## src/logic/tcs_pkg.sv

```systemverilog
// constants for the timer control and status block
package tcs_pkg;
	// ****************************************
	// register word offsets
	// ****************************************
	localparam logic [1:0] OFS_CTRL_STATUS = 2'h0;
	localparam logic [1:0] OFS_LOAD = 2'h1;
	localparam logic [1:0] OFS_COMPARE = 2'h2;
	localparam logic [1:0] OFS_COUNT = 2'h3;
	// ****************************************
	// control and status field positions
	// ****************************************
	localparam int BIT_RUN = 0;
	localparam int BIT_OVIE = 1;
	localparam int BIT_MIE = 2;
	localparam int BIT_MODE_LO = 4;
	localparam int BIT_INV = 8;
	localparam int BIT_TRM = 9;
	localparam int BIT_DIR = 10;
	localparam int BIT_DI = 11;
	localparam int BIT_DO = 12;
	localparam int BIT_OVF = 13;
	localparam int BIT_MF = 14;
	localparam int BIT_PCE = 15;
	// ****************************************
	// mode codes
	// ****************************************
	localparam logic [3:0] MODE_GPIO = 4'h0;
	localparam logic [3:0] MODE_PULSE = 4'h1;
	localparam logic [3:0] MODE_TOGGLE = 4'h2;
	localparam logic [3:0] MODE_EVENT = 4'h3;
	localparam logic [3:0] MODE_WIDTH = 4'h4;
	localparam logic [3:0] MODE_PERIOD = 4'h5;
	localparam logic [3:0] MODE_CAPTURE = 4'h6;
	localparam logic [3:0] MODE_PWM = 4'h7;
	localparam logic [3:0] MODE_WDG_PULSE = 4'h9;
	localparam logic [3:0] MODE_WDG_TOGGLE = 4'hA;
	localparam logic [3:0] MODE_TMR_PULSE = 4'hF;
	// ****************************************
	// reset values and count limits
	// ****************************************
	localparam logic [15:0] RST_WORD = 16'h0000;
	localparam logic [3:0] RST_MODE = 4'h0;
	localparam logic RST_BIT = 1'b0;
	localparam logic [15:0] CNT_TOP = 16'hFFFF;
	localparam logic [15:0] CNT_ONE = 16'h0001;
endpackage

```

## src/logic/tcs_timer_ctrl.sv

```systemverilog
// control, status, counter and pin logic for one timer channel
`timescale 1ns/100ps
module tcs_timer_ctrl
	import tcs_pkg::*;
(
	input wire logic CLK,
	input wire logic SYS_RST,
	input wire logic SOFT_RST,
	input wire logic STOP_REQ,
	input wire logic REG_WR,
	input wire logic REG_RD,
	input wire logic [1:0] REG_ADDR,
	input wire logic [15:0] REG_WDATA,
	output logic [15:0] REG_RDATA,
	input wire logic PRESCALE_TICK,
	input wire logic OVF_ACK,
	input wire logic MATCH_ACK,
	output logic OVF_IRQ,
	output logic MATCH_IRQ,
	input wire logic TIO_IN,
	output logic TIO_OUT,
	output logic TIO_OE
);
	// ****************************************
	// state
	// ****************************************
	logic run_r, ovie_r, mie_r, inv_r, trm_r, dir_r, do_r, pce_r, ovf_r, mf_r;
	logic [3:0] mode_r;
	logic [15:0] cnt_r, load_r, cmp_r, cap_r;
	logic first_r, div_r, pulse_r, tog_r;
	logic tio_s1_r, tio_s2_r, tio_d_r;
	logic [15:0] cnt_nxt;
	logic ovf_set, mf_set;

	// ****************************************
	// register decode
	// ****************************************
	wire wr_csr = REG_WR && (REG_ADDR == OFS_CTRL_STATUS);
	wire wr_load = REG_WR && (REG_ADDR == OFS_LOAD);
	wire wr_cmp = REG_WR && (REG_ADDR == OFS_COMPARE);
	wire run_nxt = wr_csr ? REG_WDATA[BIT_RUN] : run_r;
	wire run_rise = run_nxt && !run_r;
	wire ovie_nxt = wr_csr ? REG_WDATA[BIT_OVIE] : ovie_r;
	wire mie_nxt = wr_csr ? REG_WDATA[BIT_MIE] : mie_r;

	// ****************************************
	// mode decode
	// ****************************************
	wire md_gpio = (mode_r == MODE_GPIO);
	wire md_pulse = (mode_r == MODE_PULSE) || (mode_r == MODE_WDG_PULSE)
		|| (mode_r == MODE_TMR_PULSE);
	wire md_toggle = (mode_r == MODE_TOGGLE) || (mode_r == MODE_WDG_TOGGLE)
		|| (mode_r == MODE_PWM);
	wire md_wdg = (mode_r == MODE_WDG_PULSE) || (mode_r == MODE_WDG_TOGGLE);
	wire md_pwm = (mode_r == MODE_PWM);
	wire md_event = (mode_r == MODE_EVENT);
	wire md_width = (mode_r == MODE_WIDTH);
	wire md_period = (mode_r == MODE_PERIOD);
	wire md_capture = (mode_r == MODE_CAPTURE);
	wire md_meas = md_width || md_period || md_capture;
	// reserved codes fall out of every group and leave the counter idle
	wire md_cmp = md_gpio || md_pulse || md_toggle || md_event;

	// ****************************************
	// pin sampling and event selection
	// ****************************************
	wire pin_lvl = tio_s2_r ^ inv_r;
	wire rise_raw = tio_s2_r && !tio_d_r;
	wire fall_raw = !tio_s2_r && tio_d_r;
	// active edge starts the active level; end edge closes it
	wire act_edge = inv_r ? fall_raw : rise_raw;
	wire end_edge = inv_r ? rise_raw : fall_raw;
	// prescaler tick is taken as given, the invert bit never touches it
	wire src_tick = pce_r ? PRESCALE_TICK : div_r;
	wire evt = run_r && md_cmp && ((md_event && !pce_r) ? act_edge : src_tick);
	wire hit_cmp = (md_cmp && !md_pwm) && (cnt_r == cmp_r);
	wire hit_top = md_pwm && (cnt_r == CNT_TOP);
	wire reload_hit = trm_r && (hit_cmp || hit_top);
	// measurement: counting gate and capture/preload edges
	wire m_inc = run_r && md_meas && src_tick && (!md_width || pin_lvl);
	wire m_done = run_r && ((md_width && end_edge) || ((md_period || md_capture) && act_edge));
	wire m_load = run_r && md_meas && trm_r && act_edge;
	wire wdg_kick = run_r && md_wdg && wr_load;

	// ****************************************
	// counter next value
	// ****************************************
	always_comb begin
		cnt_nxt = cnt_r;
		ovf_set = 1'b0;
		mf_set = 1'b0;
		if (run_rise) begin
			cnt_nxt = RST_WORD;
		end else if (wdg_kick) begin
			cnt_nxt = REG_WDATA;
		end else if (md_meas) begin
			mf_set = m_done;
			if (m_load) begin
				cnt_nxt = load_r;
			end else if (m_inc) begin
				cnt_nxt = cnt_r + CNT_ONE;
				ovf_set = (cnt_r == CNT_TOP);
			end
		end else if (evt) begin
			if (first_r || reload_hit) begin
				cnt_nxt = load_r;
			end else begin
				cnt_nxt = cnt_r + CNT_ONE;
				ovf_set = (cnt_r == CNT_TOP);
			end
			mf_set = (cnt_nxt == cmp_r);
		end
	end

	// flags: a set in the same cycle as a clear wins
	wire ovf_clr = (wr_csr && REG_WDATA[BIT_OVF]) || OVF_ACK || STOP_REQ || !run_r;
	wire mf_clr = (wr_csr && REG_WDATA[BIT_MF]) || MATCH_ACK || STOP_REQ || !run_r;
	wire ovf_nxt = ovf_set || (ovf_r && !ovf_clr);
	wire mf_nxt = mf_set || (mf_r && !mf_clr);

	// ****************************************
	// pin drive
	// ****************************************
	wire gpio_oe = md_gpio && dir_r;
	wire out_mode = run_r && (md_pulse || md_toggle);
	wire oe_nxt = gpio_oe || out_mode;
	wire out_nxt = gpio_oe ? (do_r ^ inv_r) : ((md_pulse ? pulse_r : tog_r) ^ inv_r);

	// ****************************************
	// read data
	// ****************************************
	wire [15:0] csr_word = {pce_r, mf_r, ovf_r, do_r, pin_lvl, dir_r, trm_r, inv_r,
		mode_r, 1'b0, mie_r, ovie_r, run_r};
	wire [15:0] rd_word = (REG_ADDR == OFS_CTRL_STATUS) ? csr_word :
		(REG_ADDR == OFS_COMPARE) ? cmp_r :
		(REG_ADDR == OFS_COUNT) ? (md_meas ? cap_r : cnt_r) : RST_WORD;

	// ****************************************
	// control register
	// ****************************************
	always_ff @(posedge CLK or posedge SYS_RST) begin
		if (SYS_RST) begin
			{run_r, ovie_r, mie_r, inv_r, trm_r, dir_r, do_r, pce_r} <= 8'h00;
			mode_r <= RST_MODE;
		end else if (SOFT_RST) begin
			{run_r, ovie_r, mie_r, inv_r, trm_r, dir_r, do_r, pce_r} <= 8'h00;
			mode_r <= RST_MODE;
		end else if (wr_csr) begin
			run_r <= REG_WDATA[BIT_RUN];
			ovie_r <= REG_WDATA[BIT_OVIE];
			mie_r <= REG_WDATA[BIT_MIE];
			mode_r <= REG_WDATA[BIT_MODE_LO +: 4];
			inv_r <= REG_WDATA[BIT_INV];
			trm_r <= REG_WDATA[BIT_TRM];
			dir_r <= REG_WDATA[BIT_DIR];
			pce_r <= REG_WDATA[BIT_PCE];
			if (md_gpio) begin
				do_r <= REG_WDATA[BIT_DO];
			end
		end
	end

	// ****************************************
	// data registers and counter
	// ****************************************
	always_ff @(posedge CLK or posedge SYS_RST) begin
		if (SYS_RST) begin
			{load_r, cmp_r, cnt_r, cap_r} <= {4{RST_WORD}};
			{first_r, div_r, pulse_r, tog_r, ovf_r, mf_r} <= 6'h00;
		end else if (SOFT_RST) begin
			{load_r, cmp_r, cnt_r, cap_r} <= {4{RST_WORD}};
			{first_r, div_r, pulse_r, tog_r, ovf_r, mf_r} <= 6'h00;
		end else begin
			if (wr_load) begin
				load_r <= REG_WDATA;
			end
			if (wr_cmp) begin
				cmp_r <= REG_WDATA;
			end
			cnt_r <= cnt_nxt;
			ovf_r <= ovf_nxt;
			mf_r <= mf_nxt;
			div_r <= run_r && !div_r;
			if (run_rise) begin
				first_r <= 1'b1;
			end else if (evt) begin
				first_r <= 1'b0;
			end
			if (m_done) begin
				cap_r <= cnt_r;
			end
			// pulse lasts one timer clock; toggle starts from the idle level
			if (run_rise) begin
				{pulse_r, tog_r} <= 2'b00;
			end else if (evt) begin
				pulse_r <= mf_set;
				tog_r <= tog_r ^ (mf_set || (md_pwm && ovf_set));
			end
		end
	end

	// ****************************************
	// pin synchroniser and outputs
	// ****************************************
	always_ff @(posedge CLK or posedge SYS_RST) begin
		if (SYS_RST) begin
			{tio_s1_r, tio_s2_r, tio_d_r} <= 3'b000;
			{TIO_OUT, TIO_OE, OVF_IRQ, MATCH_IRQ} <= 4'h0;
			REG_RDATA <= RST_WORD;
		end else begin
			tio_s1_r <= TIO_IN;
			tio_s2_r <= tio_s1_r;
			tio_d_r <= tio_s2_r;
			TIO_OUT <= out_nxt;
			TIO_OE <= oe_nxt && !SOFT_RST;
			OVF_IRQ <= ovf_nxt && ovie_nxt && !SOFT_RST;
			MATCH_IRQ <= mf_nxt && mie_nxt && !SOFT_RST;
			if (REG_RD) begin
				REG_RDATA <= rd_word;
			end
		end
	end
endmodule
```

## config.mk

```make
export PLATFORM = sky130hd
export DESIGN_NAME = tcs_timer_ctrl
export DESIGN_NICKNAME = d
export VERILOG_FILES = /design/src/logic/tcs_pkg.sv /design/src/logic/tcs_timer_ctrl.sv
export SDC_FILE = /design/constraint.sdc
export NUM_CORES = 1
export LEC_CHECK = 0
export BUFFER_PORTS_ARGS = -buffer_cell sky130_fd_sc_hd__clkbuf_2
export CAP_MARGIN = 20
export CORE_UTILIZATION = 45
export CTS_CLUSTER_SIZE = 28
export DETAILED_ROUTE_END_ITERATION = 6
export SYNTH_ARGS = -nofsm -noshare
export SYNTH_HDL_FRONTEND = slang
export SYNTH_SLANG_ARGS = --single-unit
```

## constraint.sdc

```tcl
create_clock -name CLK -period 8.75 [get_ports CLK]
set_input_delay 0 -clock CLK [delete_from_list [all_inputs] [get_ports CLK]]
set_output_delay 0 -clock CLK [all_outputs]
set_load 0.02 [all_outputs]
```

==> impl_metrics.tcl <==
set metrics [dict create \
    status "finished clean" \
    drive_above_1_share_pct 11.48 \
    fin_tns_setup_ns 0 \
    clkPwrFrac_pct 35.4 \
    synth.cell_area_um2 6141 \
    clock-sinks 105 \
    p_per_area_nw_per_um2 165.5 \
    rsz0062_at_grt "false" \
    via_per_inst 5.861 \
    htree_levels 3 \
    p_int_mw 0.7841 \
    synth_edf_count 0 \
    tightest_slew_ns 1.006 \
    p_seq_share_pct 47.9 \
    synth_area_leaders "dfrtp_1, nand2_1, a21oi_1" \
    grt_pass1_vias 5229 \
    ys_seq_area_share_pct 42.79 \
    drc 0 \
    cts_setup_buffers 0 \
    fin_nets 799 \
    numPortBuffers 47 \
    fmax_mhz 269.2 \
    finish.utilization_pct 51.79 \
    avgSynthCellArea_um2 8.188 \
    maxCapViolCount 0 \
    antennaDiodeCount 0 \
    cts_made_buffers 9 \
    initial_core_util_pct 46.19 \
    core_area_um2 13300 \
    startpoint_type "register" \
    period_minus_slack_ns 3.714 \
    gp_congestion 0.9277 \
    ctsLongestPathBuffers 2 \
    critPathRequiredTime_ns 9.02 \
    hpwlAfterDp_mm 14.26 \
    ys_types 58 \
    die_area_um2 14120 \
    ant_nets 0 \
    grt_max_degree 76 \
    setup_viol 0 \
    cp.arrival_ns 3.99 \
    numPlacedInstances 914 \
    clk_latency_ns 0.36 \
    totalWireLength_mm 19.74 \
    critPathKind "register to register" \
    dr_total_vias 5574 \
    power.switching_mw 0.3556 \
    drt_iter0_drc 599 \
    hold_buffers 19 \
    dieWidth_um 118.8 \
    pwr-share-comb_pct 16.7 \
    hold_class "primary input to register" \
    postSynth.asyncResetShare_pct 100.0 \
    post-route-period-util_pct 42.45 \
    clk_pin_slew_worst_paths_ns 0.08 \
    crit_fanout 14 \
    synthesis.instances 750 \
    fp-row-count 42 \
    ios 48 \
    synthFlopType "dfrtp_1" \
    grt_pass1_wl_mm 31.11 \
    hp-start "REG_WDATA[5]" \
    hold_viol 0 \
    fin_cells 951 \
    synth-seq-cells 105 \
    r2r_start "mode_r[1]" \
    synth_top_area_share_pct 42.79 \
    grt_overflow_total 0 \
    die_h_um 118.8 \
    synth_warnings 0 \
    setup.worst_path.start "mode_r[1]" \
    antenna_found_initial 0 \
    synth_fp_nets 779 \
    cts_tree "done" \
    synth_top_area_cell "dfrtp_1" \
    finalClockSkew_ns 0.01219 \
    routedWlPerCell_um 20.75 \
    endpoint_kind "register" \
    grt_use_total_pct 29.48 \
    cts_root_buf "clkbuf_16" \
    p_leak_nw 2.926 \
    vdd_drop_max_v 0.0001205 \
    relSlewSlack_pct 32.95 \
    drtPass1Iterations 6 \
    ctsResizeCount 0 \
    area_delta_synth_final_pct 12.12 \
    maxSlewViolCount 0 \
    swShare_pct 31.20 \
]
==> sequential cells by signal, indices dropped and copies added, names as in the netlist, 4 cells and up <==
signal and flops:
REG_RDATA 16, cap_r 16, cmp_r 16, cnt_r 16
load_r 16, mode_r 4
==> synthesized netlist by cell type, types with 6 or more instances <==
| cell type | n |
|---|---|
| a211oi_1 | 21 |
| a21oi_1 | 92 |
| a22o_1 | 16 |
| a22oi_1 | 7 |
| a31oi_1 | 16 |
| buf_2 | 13 |
| clkbuf_1 | 47 |
| dfrtp_1 | 105 |
| inv_1 | 14 |
| mux2i_1 | 9 |
| nand2_1 | 159 |
| nand2b_1 | 6 |
| nand3_1 | 8 |
| nand4_1 | 6 |
| nor2_1 | 71 |
| nor3_1 | 12 |
| nor3b_1 | 13 |
| nor4_1 | 9 |
| o21ai_0 | 23 |
| xnor2_1 | 20 |
| xor2_1 | 21 |
==> per-stage QoR <==
stage | hold slack (ns) | setup slack, ns | power [mW] | instance area [um^2]
floorplan | 0.03143 | 5.835 | 0.6743 | 6141
global placement | 0.01033 | 5.151 | 0.7345 | 6384
detailed placement | 0.01248 | 5.087 | 0.7359 | 6384
CTS | 0.001671 | 5.057 | 1.145 | 6863
global route | 0.01487 | 4.760 | 1.193 | 6885
finish | 0.003781 | 5.036 | 1.140 | 6885
==> placed cells by master, fill, tap and decap left out, types with 3 or more instances in the layout <==
master / netlist / routed
dlygate4sd3_1: 0 / 19
xnor2_1: 20 / 20
buf_4: 5 / 9
nand2_1: 159 / 159
o2111ai_1: 4 / 4
nand2b_1: 6 / 6
nor2_1: 71 / 70
nor3_1: 12 / 12
clkbuf_2: 0 / 47
dfrtp_1: 105 / 105
xor2_1: 21 / 21
a31oi_1: 16 / 16
mux2_2: 3 / 3
mux2i_1: 9 / 9
nand3b_1: 3 / 3
a211oi_1: 21 / 21
nor3b_1: 13 / 13
a22o_1: 16 / 16
nand4_1: 6 / 6
nand3_1: 8 / 8
clkbuf_16: 0 / 9
nor2b_1: 4 / 4
o21ai_0: 23 / 22
clkinv_4: 0 / 3
o22ai_1: 3 / 3
inv_1: 14 / 13
nor4_1: 9 / 8
a22oi_1: 7 / 7
a21oi_1: 92 / 92
==> logic make-up (layout without fill, tap and decap cells) <==
kind of cell	Yosys count	after routing	synth area share, %
AO/OA/AOI/OAI	200	200	20.23
multiplexers	12	12	2.017
adder cells (fa/ha/maj)	1	1	0.2037
buffers and inverters	81	106	5.644
flip-flops	105	105	42.79
XOR/XNOR	41	41	5.848
AND/OR/NAND/NOR	310	310	23.27
==> path summary, 6_finish.rpt <==
path / endpoint / slack, ns / cells past startpoint
worst max-delay path: mf_r / 5.04 / 9
worst min-delay path: mode_r[1] / 0.004 / 3
worst max register to register: mf_r / 5.04 / 9
worst min register to register: tio_s2_r / 0.36 / 0
max in group asynchronous: mie_r / 7.24 / 4
min in group asynchronous: cmp_r[7] / 0.17 / 3
==> power groups by stage <==
stage | clock, mW | sequential, mW | combinational [mW]
after detailed placement | 0 | 0.555 | 0.181
after floorplan | 0 | 0.536 | 0.138
after global placement | 0 | 0.554 | 0.180
after global routing | 0.434 | 0.549 | 0.209
final | 0.404 | 0.546 | 0.190
after CTS | 0.411 | 0.545 | 0.188
==> metal layers <==
layer | routed length, um | up-vias | global-route usage (%)
met2 | 8783 | 215 | 42.95
met1 | 9081 | 2692 | 44.37
met4 | 348 | 0 | 7.832
met5 | 0 | - | 0
li1 | - | 2639 | -
met3 | 1524 | 28 | 5.843
==> final cells by class <==
cell class | instances | area (um^2)
fill | 1279 | 6410
timing repair buffer | 76 | 508.0
sequential | 105 | 2628
multi-input combinational | 564 | 3186
tap | 176 | 220.2
clock inverter | 5 | 46.29
inverter | 14 | 55.05
clock buffer | 11 | 242.7
==> critical path: stages, from the launching register on <==
cell and delay, ns:
dfrtp_1 0.54, and2_1 0.26, a221oi_2 0.46, nand4_1 0.24, o21ai_0 0.64, o2111ai_1 0.21
a2111oi_0 0.45, o2111ai_1 0.28, a211o_1 0.39, a21oi_1 0.15
Power figures use the tool's default switching activity.
